## config.mk

```make
export PLATFORM = sky130hd
export DESIGN_NAME = power_mode_clock_control
export DESIGN_NICKNAME = d
export VERILOG_FILES = /design/src/periph_clk_div.v /design/src/ext_irq_combine.v /design/src/power_mode_clock_control.v
export VERILOG_INCLUDE_DIRS = /design/src /design/src/src
export SDC_FILE = /design/constraint.sdc
export NUM_CORES = 1
export LEC_CHECK = 0
export ABC_AREA = 1
export BUFFER_PORTS_ARGS = -buffer_cell sky130_fd_sc_hd__buf_2
export CAP_MARGIN = 20
export CORE_MARGIN = 1
export CORE_UTILIZATION = 40
export CTS_BUF_LIST = sky130_fd_sc_hd__clkbuf_2
export DETAILED_ROUTE_END_ITERATION = 12
export PLACE_DENSITY = 0.63
export REMOVE_ABC_BUFFERS = 1
export SLEW_MARGIN = 20
export SYNTH_ARGS = -nofsm -noshare
export SYNTH_HDL_FRONTEND = slang
export SYNTH_SLANG_ARGS = --single-unit
```

## constraint.sdc

```tcl
create_clock -name i_core_clk -period 1.5 [get_ports i_core_clk]
set_input_delay 0.15 -clock i_core_clk [delete_from_list [all_inputs] [get_ports i_core_clk]]
set_output_delay 0.15 -clock i_core_clk [all_outputs]
set_load 0.02 [all_outputs]
```

## src/pmcc_map.vh

```
// Purpose: constants for the power mode and clock control block
// Assumes: processor clock 20 MHz
// Notes: included by bare name
`ifndef PMCC_MAP_VH
`define PMCC_MAP_VH
// peripheral divider ratio codes
`define DIV_FULL 2'h0
`define DIV_HALF 2'h2
`define DIV_QUARTER 2'h1
`define DIV_RESET 2'h1
// mode states
`define ST_RUN 2'h0
`define ST_IDLE 2'h1
`define ST_PD 2'h2
`define ST_WAKE 2'h3
// external interrupt pins and lines
`define EXT_PINS 9
`define EXT_LINES 4
// wake-up timer
`define WAKE_NS 51200
`define CLK_NS 50
`define WAKE_CYCLES ((`WAKE_NS + `CLK_NS - 1) / `CLK_NS)
`define CNT_W 12
`endif

```

## src/periph_clk_div.v

```verilog
// Purpose: peripheral clock enable divider, full, half or quarter rate
// Assumes: ratio input from same clock domain
// Notes: new ratio loads only at the end of a period
`include "pmcc_map.vh"
`timescale 1ns/1ps
`default_nettype none
module periph_clk_div (
	// clock and reset
	input wire i_core_clk,
	input wire i_nrst,
	// control
	input wire i_run,
	input wire [1:0] i_ratio,
	// divided clock strobe
	output reg o_pclk_en
);
reg [1:0] ratio;
reg [1:0] cnt;
wire [1:0] last = (ratio == `DIV_FULL) ? 2'h0 : (ratio == `DIV_HALF) ? 2'h1 : 2'h3;
// ratio changes only when a whole period ends, avoiding short pulses
always @(posedge i_core_clk) begin
	if (!i_nrst) begin
		ratio <= `DIV_RESET;
		cnt <= 2'h0;
		o_pclk_en <= 1'b0;
	end else if (!i_run) begin
		o_pclk_en <= 1'b0;
	end else if (cnt >= last) begin
		cnt <= 2'h0;
		ratio <= i_ratio;
		o_pclk_en <= 1'b1;
	end else begin
		cnt <= cnt + 2'h1;
		o_pclk_en <= 1'b0;
	end
end
endmodule
`default_nettype wire

```

## src/ext_irq_combine.v

```verilog
// Purpose: nine external interrupt pins into four request lines
// Assumes: pins already synchronised
// Notes: edge flags cleared per pin by software
`include "pmcc_map.vh"
`timescale 1ns/1ps
`default_nettype none
module ext_irq_combine #(
	parameter PINS = `EXT_PINS
) (
	// clock and reset
	input wire i_core_clk,
	input wire i_nrst,
	// pins and configuration
	input wire [PINS-1:0] i_pin,
	input wire [PINS-1:0] i_edge_mode,
	input wire [PINS-1:0] i_pin_en,
	input wire [PINS-1:0] i_clear,
	// requests
	output reg [`EXT_LINES-1:0] o_irq,
	output wire [PINS-1:0] o_active
);
reg [PINS-1:0] prev;
reg [PINS-1:0] flag;
wire [PINS-1:0] rise = i_pin & ~prev;
// pins that share request line 'line': every fourth pin, counted from the line number
function [PINS-1:0] line_mask;
	input integer line;
	integer j;
	begin
		for (j = 0; j < PINS; j = j + 1)
			line_mask[j] = ((j % `EXT_LINES) == line);
	end
endfunction
// level pins pass through, edge pins latch; set beats clear
assign o_active = i_pin_en & ((~i_edge_mode & i_pin) | (i_edge_mode & flag));
integer k;
always @(posedge i_core_clk) begin
	if (!i_nrst) begin
		prev <= {PINS{1'b0}};
		flag <= {PINS{1'b0}};
		o_irq <= {`EXT_LINES{1'b0}};
	end else begin
		prev <= i_pin;
		flag <= (flag & ~i_clear) | rise;
		for (k = 0; k < `EXT_LINES; k = k + 1)
			o_irq[k] <= |(o_active & line_mask(k));
	end
end
endmodule
`default_nettype wire

```

## src/power_mode_clock_control.v

```verilog
// Purpose: idle/power-down control, peripheral gating, divider, remap, wake
// Assumes: oscillator status comes from an analog pin, one core clock
// Notes: clock stop outputs drive external gating cells
// Function
// - idle stops instruction execution until reset or interrupt, then resumes
// - peripherals keep clocking in idle; peripheral interrupt ends idle
// - idle gates processor, memory and bus clocks, not peripherals
// - power-down stops the oscillator, no internal clocks
// - power-down keeps state and holds output pins at last level
// - power-down ends on reset or clockless interrupt
// - each peripheral has its own power-off control
// - peripheral clock at full, half or quarter processor rate
// - divider resets to quarter rate
// - synthesizer keeps running in idle, stops only in power-down
// - remap selects flash or static RAM for vectors at address zero
// - nine external pins, edge or level, combine into four requests
// - each external input optionally wakes from power-down without clock
// - power-down wake waits for oscillator confirmation, then runs the wake-up timer
`include "pmcc_map.vh"
`timescale 1ns/1ps
`default_nettype none
module power_mode_clock_control #(
	parameter NPERIPH = 8,
	parameter WAKE_CYCLES = `WAKE_CYCLES
) (
	// clock and reset
	input wire i_core_clk,
	input wire i_nrst,
	// software control
	input wire i_idle_req,
	input wire i_pd_req,
	input wire [1:0] i_div_ratio,
	input wire i_remap_ram,
	input wire [NPERIPH-1:0] i_periph_off,
	input wire [`EXT_PINS-1:0] i_ext_edge,
	input wire [`EXT_PINS-1:0] i_ext_en,
	input wire [`EXT_PINS-1:0] i_ext_wake_en,
	input wire [`EXT_PINS-1:0] i_ext_clear,
	// events
	input wire i_periph_irq,
	input wire i_osc_ok,
	input wire [`EXT_PINS-1:0] i_ext_pin,
	// clock and mode outputs
	output reg o_cpu_run,
	output reg o_core_clk_en,
	output reg o_periph_clk_en,
	output reg o_osc_on,
	output reg o_pll_keep,
	output reg o_pin_hold,
	output reg o_remap_ram,
	output reg [NPERIPH-1:0] o_periph_clk_on,
	output reg [`EXT_LINES-1:0] o_ext_irq,
	output reg [1:0] o_mode
);
reg [`EXT_PINS-1:0] s1, s2, s3;
reg [1:0] state;
reg [1:0] next_state;
reg [`CNT_W-1:0] wcnt;
reg osc2, osc3;
reg osc1;
wire pclk_en;
wire [`EXT_LINES-1:0] irq;
wire [`EXT_PINS-1:0] wake_raw = i_ext_pin & i_ext_en & i_ext_wake_en;
wire osc_good = osc2 & osc3;
// three-stage sync; a change counts once stages two and three agree
reg [`EXT_PINS-1:0] pin_f;
always @(posedge i_core_clk) begin
	if (!i_nrst) begin
		s1 <= 9'h000;
		s2 <= 9'h000;
		s3 <= 9'h000;
		pin_f <= 9'h000;
		osc1 <= 1'b0;
		osc2 <= 1'b0;
		osc3 <= 1'b0;
	end else begin
		s1 <= i_ext_pin;
		s2 <= s1;
		s3 <= s2;
		pin_f <= (s2 == s3) ? s2 : pin_f;
		osc1 <= i_osc_ok;
		osc2 <= osc1;
		osc3 <= osc2;
	end
end
periph_clk_div u_div (
	.i_core_clk(i_core_clk),
	.i_nrst(i_nrst),
	.i_run(state != `ST_PD),
	.i_ratio(i_div_ratio),
	.o_pclk_en(pclk_en)
);
ext_irq_combine #(.PINS(`EXT_PINS)) u_ext (
	.i_core_clk(i_core_clk),
	.i_nrst(i_nrst),
	.i_pin(pin_f),
	.i_edge_mode(i_ext_edge),
	.i_pin_en(i_ext_en),
	.i_clear(i_ext_clear),
	.o_irq(irq),
	.o_active()
);
// mode sequencing; power-down wake uses raw pin level since no clock runs
always @* begin
	next_state = state;
	case (state)
	`ST_RUN: begin
		if (i_pd_req)
			next_state = `ST_PD;
		else if (i_idle_req)
			next_state = `ST_IDLE;
	end
	`ST_IDLE: begin
		if (i_periph_irq || (|irq))
			next_state = `ST_RUN;
	end
	`ST_PD: begin
		if (|wake_raw)
			next_state = `ST_WAKE;
	end
	`ST_WAKE: begin
		if (osc_good && wcnt >= WAKE_CYCLES[`CNT_W-1:0] - 1'b1)
			next_state = `ST_RUN;
	end
	default: next_state = `ST_RUN;
	endcase
end
// state, wake timer, and registered outputs
always @(posedge i_core_clk) begin
	if (!i_nrst) begin
		state <= `ST_RUN;
		wcnt <= {`CNT_W{1'b0}};
		o_cpu_run <= 1'b1;
		o_core_clk_en <= 1'b1;
		o_periph_clk_en <= 1'b0;
		o_osc_on <= 1'b1;
		o_pll_keep <= 1'b1;
		o_pin_hold <= 1'b0;
		o_remap_ram <= 1'b0;
		o_periph_clk_on <= {NPERIPH{1'b1}};
		o_ext_irq <= 4'h0;
		o_mode <= `ST_RUN;
	end else begin
		state <= next_state;
		if (state == `ST_WAKE && osc_good)
			wcnt <= wcnt + 1'b1;
		else
			wcnt <= {`CNT_W{1'b0}};
		o_cpu_run <= (next_state == `ST_RUN);
		o_core_clk_en <= (next_state == `ST_RUN);
		o_periph_clk_en <= pclk_en & (next_state != `ST_PD);
		o_osc_on <= (next_state != `ST_PD);
		o_pll_keep <= (next_state != `ST_PD);
		o_pin_hold <= (next_state == `ST_PD) || (next_state == `ST_WAKE);
		o_remap_ram <= i_remap_ram;
		o_periph_clk_on <= ~i_periph_off;
		o_ext_irq <= irq;
		o_mode <= next_state;
	end
end
endmodule
`default_nettype wire

```

==> results of run 1 <==
Yosys cell counts (2+ instances only):
master    number  area share [%]
or2_2          3            0.54
nor3_1         2            0.29
a21oi_1       20             2.9
xnor2_1        7             1.8
buf_4          2            0.43
nand3_2        2            0.58
nand2_1       96              10
xor2_1         2            0.51
nand3_1       16             2.3
inv_1         75             8.2
o21ai_0        6            0.87
inv_2          2            0.22
o32ai_1        8             2.0
dfxtp_1       97              56
o211ai_1       7             1.5
nand2_2        6             1.1
buf_2          5            0.73
clkbuf_1       3            0.33
nor2_4         2            0.65
ha_1           3             1.1
nor2_1        34             3.7
repair_timing:
action / in CTS / in global routing
hold buffers: 47 / 0
hold endpoints to repair: 43 / 0
setup endpoints to repair: 0 / 13
buffers inserted: 0 / 3
gates resized for setup: 0 / 19
metrics by stage:
| step | cell area [um^2] | utilization [%] |
|---|---|---|
| 3_3_place_gp | 3960 | 47.7 |
| 3_5_place_dp | 3960 | 47.7 |
| 6_report | 4640 | 55.9 |
| 2_1_floorplan | 3400 | - |
| 5_1_grt | 4640 | 55.9 |
| 4_1_cts | 4530 | 54.5 |
power by group through the flow:
stage | clock network, uW | registers, uW | logic [uW]
finish | 1090 | 2850 | 802
global route | 1240 | 2870 | 900
CTS | 1140 | 2850 | 737
detailed placement | 0 | 2900 | 635
global placement | 0 | 2900 | 619
floorplan | 0 | 2950 | 329
registers in the layout, summed over array words and instances (netlist names), 4 cells and up:
signal and count:
u_ext.flag 9, s2 9, o_ext_irq 4, s3 9, pin_f 9, o_periph_clk_on 8, s1 9, u_ext.o_irq 4
wcnt 12, u_ext.prev 9
worst max path at each step:
stage	endpoint	slack [ns]	depth (start not counted)	from
final	o_core_clk_en	0.08	5	state[0]
after global routing	pin_f[0]	-0.006	6	s2[5]
after CTS	pin_f[3]	0.02	5	s2[5]
after detailed placement	u_div.ratio[0]	0.10	8	u_div.ratio[0]
after global placement	o_periph_clk_en	0.14	10	wcnt[0]
after floorplan	u_div.ratio[0]	0.20	8	u_div.ratio[0]
tightest hold or removal path, stage by stage:
cell	delay [ns]
buf_2	0.09
o211ai_1	0.08
o221ai_1	0.10
nand2_1	0.07
inv_1	0.06
logic make-up (layout without fill, tap and decap cells):
family / count (synthesis) / after routing / synth area share, %
flops: 97 / 97 / 56.3
simple gates: 169 / 171 / 21.7
compound gates: 47 / 47 / 8.70
fa+ha+maj: 3 / 3 / 1.09
xor+xnor: 9 / 9 / 2.28
buf+inv: 88 / 228 / 9.97
per-layer routing:
metal  track usage (%)  share of wire [%]  wire length, um
met1              20.3                 46             3370
met2              30.8                 49             3620
met3              3.54                3.8              282
met4              6.44                1.1               79
met5                 0                  0                0
final cells by class:
type	count	area, um^2	share of cell area, %
clock inverter	5	41.3	0.889
timing repair buffer	135	938	20.2
clock buffer	11	55.1	1.19
sequential	97	1950	42.0
inverter	77	289	6.23
multi-input combinational	230	1240	26.6
tap	105	131	2.83
==> summary.md, run 1 <==
| Metric | Value |
|---|---|
| P per Cell Area | `slightly above 1000 mW/mm^2` |
| Post-Route WL | `7350 um` |
| Ports | `83` |
| HP Start | `i_ext_en[4]` |
| Port-buffer cells | `82` |
| Clock Power Share | `23.0%` |
| Finish-stage setup viols | `0` |
| Clk Tree Root Cell | `clkbuf_2` |
| Syn avg cell area | `8.36 um^2` |
| Slew @ Worst Pin | `0.335 ns` |
| Mapped Cells | `413` |
| Crit-path leading delay family | `buffers and inverters` |
| Synth warn | `0` |
| Worst vdd ir | `524 uV` |
| Worst reg2reg path startpoint | `state[0]` |
| Antenna diodes | `0` |
| CP startpoint kind | `register` |
| Via density | `4.44` |
| CP Data Arrival Time | `1.86 ns` |
| Async set-reset flop share out of synthesis | `0%` |
| Sw Ratio | `28.7%` |
| Grt ovf | `0` |
| Tmin final | `1.42 ns` |
| H-Tree Depth | `3` |
| Total power | `4750 uW` |
| Worst setup margin | `~0.085 ns` |
| Most frequent cells in the layout | `nand2_1, dfxtp_1, buf_2` |
| Worst hold path class | `input pin to register` |
| Pre-antenna DRT Iters | `4` |
| Clock Path Buffers | `2` |
| Setup crit end kind | `register` |
| Area growth syn-to-layout | `34.5%` |
| CTS tree | `built` |
| Dpl hpwl | `4870 um` |
| Slew margin rel. | `between 70% and 80%` |
| Sequential area share after synthesis | `between 50% and 60%` |
| Die ar. | `0.00900 mm^2` |
| Seq pwr share | `60.1%` |
| Final Max Tran Viols | `0` |
| Fin. Hold Viols | `0` |
| Fmax | `0.707 GHz` |
| Cells on worst reg2reg path | `5` |
| Setup slack at placement | `between 0.1 and 0.15 ns` |
| P_int | `3380 uW` |
| Die X | `94.9 um` |
| CP most frequent cell | `nand3_1` |
| Setup TNS | `0 ns` |
| # fillers | `approximately 760` |
| Seq cells post-synth | `97` |
| Core area | `~0.0083 mm^2` |
| Die Span Y | `94.9 um` |
| Synthesized area | `~0.0035 mm^2` |
| Comb power frac | `between 10% and 20%` |
| Layout cells sized above 1 | `24.5%` |
| GRT Total Usage | `approximately 17%` |
| Worst-path cell chain | `nor2_1 -> nand3_1 -> dlygate4sd3_1 -> nand3_1 -> nand2_1` |
| Crit path buffers/inverters | `1` |
| Leakage | `0.00236 uW` |
| Maxcap violations | `0` |
| Hold path depth | `5` |
| Cell with the largest stage delay on the worst path | `dlygate4sd3_1` |
| Initial Util | `41.6%` |
| Count of flip-flops with a built-in enable after synthesis | `0` |
| DR iter-0 viols | `67` |
| Vias | `2928` |
| Status | `finished clean` |
| GP Congestion | `roughly 0.76` |
| R2R Setup Slk | `0.08 ns` |
| Placed cell count | `just under 600` |
| Number of global-route vias before repair | `~2800` |
| Cell variety after synth | `36` |
| Worst Setup Path Type | `register to register` |
| Clock slew at reported path FFs | `0.25 ns` |
| Antenna violations before repair | `0` |
| Detail Route Antenna Nets | `0` |
| Switching pwr | `1360 uW` |
| Global-route wire length before repair | `12000 um` |
| Largest net degree at the start of global routing | `31` |
| Critical Path Max Stage Delay | `a little under 0.6 ns` |
| Final Cycle Share | `94.4%` |
| Site Rows | `33` |
| Critical R2R Capture | `o_core_clk_en` |
| # DRC | `0` |
| Worst skew pair latency | `0.53 ns` |
| CTS sink count | `97` |
| Fin Hold WS | `0.0358 ns` |
| Commonest non-fill, non-tap cell in the layout | `nand2_1` |
| Clock skew | `0.0299 ns` |
| Crit-path max FO | `5` |
| Total CTS buffers | `9` |
| WL per Instance | `11.1 um` |
| Finished Layout Cells | `660` |
| Final-stage net count | `just over 600` |
| Worst Hold End | `u_ext.o_irq[0]` |
| Data required, critical path | `1.94 ns` |
| Ys flop type | `dfxtp_1` |
(Power assumes the default switching activity.)
==> run 2: changes to the inputs <==
- ABC_AREA: 1 -> 0
==> run 2 against run 1 <==
- the run now ends with negative setup slack left
- total power rose by 2.6%
- global-route usage about the same
- setup slack worse by 0.15 ns
- clock skew increased by 0.0030 ns
- core utilization up 1.6 points
- sequential power decreased by 3%
- largest cell class unchanged
- count of clock-buffer cells in the layout is 2 lower
- non-clock buffer count rose by 6
- worst hold slack improved by 0.022 ns
- flip-flop and latch count did not move
- maximum frequency decreased by 9.8%
- die area shrank 2.1%
==> summary.md, run 2 <==
| Metric | Value |
|---|---|
| Ports | `83` |
| Synth warn | `0` |
| Largest Register | `wcnt` |
| Storage element area | `0.00195 mm^2` |
| Post-Route WL | `7070 um` |
| Worst setup margin | `-0.0698 ns` |
| Dpl hpwl | `4590 um` |
| Worst hold path class | `input pin to register` |
| Total CTS buffers | `9` |
| Clock Path Buffers | `2` |
| H-Tree Depth | `3` |
| Antenna diodes | `0` |
| P per Cell Area | `1040 mW/mm^2` |
| Port-buffer cells | `a little over 80` |
| Fmax | `0.637 GHz` |
| CTS sink count | `97` |
| Most frequent cell after synthesis | `dfxtp_1` |
| Slew @ Worst Pin | `0.550 ns` |
| Clock Power Share | `25.0%` |
| Fin Hold WS | `just under 0.06 ns` |
| DR iter-0 viols | `83` |
| Cells on worst reg2reg path | `7` |
| CP Data Arrival Time | `2.05 ns` |
| Maxcap violations | `0` |
| # fillers | `730` |
| Tmin final | `1.57 ns` |
| Data required, critical path | `1.98 ns` |
| WL per Instance | `12.0 um` |
| Grt ovf | `0` |
| Leading area contributor after synthesis | `dfxtp_1` |
| Area contributors post-synth | `dfxtp_1, and2_1, xor2_1, mux2_2, nand2_1` |
| Site Rows | `33` |
| Max reg flops | `12` |
| Global-route wire length before repair | `11500 um` |
| Clock slew at reported path FFs | `0.28 ns` |
| Placed Area | `~0.0039 mm^2` |
| Final Cycle Share | `105%` |
| CTS tree | `built` |
| Ys flop type | `dfxtp_1` |
| Worst Setup Path Type | `register to register` |
| Setup crit start | `u_div.ratio[0]` |
| Worst vdd ir | `~470 uV` |
| Status | `finished with violations` |
| Seq pwr share | `56.9%` |
| Worst reg2reg path startpoint | `u_div.ratio[0]` |
| Worst skew pair latency | `0.56 ns` |
| Failing checks | `negative setup slack` |
| Vias | `approximately 2700` |
| Final Max Tran Viols | `0` |
| Pre-antenna DRT Iters | `5` |
| Switching pwr | `approximately 1400 uW` |
| Initial Util | `41.3%` |
| Area growth syn-to-layout | `39.4%` |
| Number of global-route vias before repair | `2539` |
| Most instantiated cells after synthesis | `dfxtp_1, and2_1, nand2_1, inv_1, nor2_1` |
| Seq cells post-synth | `slightly below 100` |
| R2R Setup Slk | `-0.07 ns` |
| Leakage | `0.00202 uW` |
| Final-stage net count | `543` |
| Final non-filler cell area | `~0.0047 mm^2` |
| Sequential area share after synthesis | `a little under three fifths` |
| Layout cells sized above 1 | `29.8%` |
| Clk Tree Root Cell | `clkbuf_2` |
| Clock skew | `0.0329 ns` |
| Most frequent cells in the layout | `dfxtp_1, buf_2, and2_1` |
| Cell variety after synth | `36` |
| Via density | `4.52` |
| Finish-stage setup viols | `13` |
| Async set-reset flop share out of synthesis | `0%` |
| Sw Ratio | `between 20 and 30%` |
| RSZ-0062 raised after global routing | `true` |
| Die Span Y | `93.9 um` |
| Largest net degree at the start of global routing | `38` |
| Syn avg cell area | `around 10 um^2` |
| Die X | `around 94 um` |
| Multi-input gate area | `0.00143 mm^2` |
| GRT Total Usage | `17.3%` |
| Comb power frac | `18.2%` |
| # DRC | `0` |
| GP Congestion | `about 0.85` |
| Critical R2R Capture | `u_div.cnt[0]` |
| Antenna violations before repair | `0` |
| Critical Path Sink | `u_div.cnt[0]` |
| Synthesized area | `0.00338 mm^2` |
| CP startpoint kind | `register` |
| Mapped Cells | `between 300 and 400` |
| Commonest non-fill, non-tap cell in the layout | `dfxtp_1` |
| Setup crit end kind | `register` |
| Slew margin rel. | `roughly 63%` |
| Setup TNS | `-0.500 ns` |
| Die ar. | `0.00881 mm^2` |
| Count of flip-flops with a built-in enable after synthesis | `0` |
| Synth top area share | `57.5%` |
| Fin. Hold Viols | `0` |
| Core area | `0.00818 mm^2` |
| Detail Route Antenna Nets | `0` |
| P_int | `3460 uW` |
| Crit-path max FO | `5` |
-- run 2: through the flow --
stage / worst slack (ns) / utilization, % / cells / total power (uW)
after floorplan: -0.0905 / - / 325 / 3130
after global placement: -0.158 / 48.0 / 518 / 3360
after detailed placement: -0.224 / 48.0 / 518 / 3380
after CTS: -0.0846 / 56.7 / 586 / 4830
after global routing: -0.145 / 57.5 / 588 / 5150
final: -0.0698 / 57.5 / 588 / 4870
-- run 2: per-layer routing --
metal / up-vias / part of all wire, % / GRT usage (%)
met2: 52 / 47 / 27.7
met3: 20 / 2.7 / 2.75
met5: - / 0 / 0
li1: 1389 / - / -
met1: 1194 / 47 / 21.8
met4: 0 / 3.0 / 10.0
-- run 2: power groups by stage --
| stage | registers, uW | logic [uW] | clock network, uW |
|---|---|---|---|
| floorplan | 2850 | 279 | 0 |
| global placement | 2810 | 553 | 0 |
| detailed placement | 2810 | 565 | 0 |
| CTS | 2770 | 794 | 1270 |
| global route | 2790 | 978 | 1380 |
| finish | 2770 | 885 | 1220 |
-- run 2: cell type report --
type | count | area share [%]
clock buffers | 9 | 0.957
well taps | 105 | 2.79
inverters | 22 | 1.76
repair buffers | 141 | 21.1
flip-flops and latches | 97 | 41.5
multi-input cells | 207 | 30.3
clock inverters | 7 | 1.54
-- run 2: how the worst min path moves through the flow --
stage | startpoint | endpoint | cells after the start
2_1_floorplan | i_periph_off[0] | o_periph_clk_on[0] | 1
3_3_place_gp | i_periph_off[4] | o_periph_clk_on[4] | 2
3_5_place_dp | i_periph_off[4] | o_periph_clk_on[4] | 2
4_1_cts | i_ext_edge[5] | u_ext.o_irq[1] | 5
5_1_grt | i_ext_edge[4] | u_ext.o_irq[0] | 5
6_report | i_ext_wake_en[0] | o_pll_keep | 5
-- run 2: cells by family after synthesis --
family | synth area share (%)
AOI/OAI and AO/OA | 7.00
xor gates and xnor gates | 5.19
buffers and inverters | 3.89
muxes | 3.30
adders and majority gates | 1.11
DFF | 57.5
and+or+nand+nor | 22.0
-- run 2: worst max-delay path, stage by stage (launching register included) --
cell      delay (ns)
dfxtp_2         0.39
or2_4           0.25
ha_4            0.21
nand2b_4        0.14
a21oi_4         0.14
a21oi_4         0.06
nand2b_4        0.16
nor3b_2         0.15
-- run 2: what timing repair did --
item / in CTS / in global routing
setup endpoints to repair: 17 / 19
endpoints found under the hold margin: 44 / 0
pin swaps: 3 / 2
buffers inserted: 1 / 2
cloned: 1 / 0
hold buffers: 50 / 0
gates resized for setup: 13 / 18
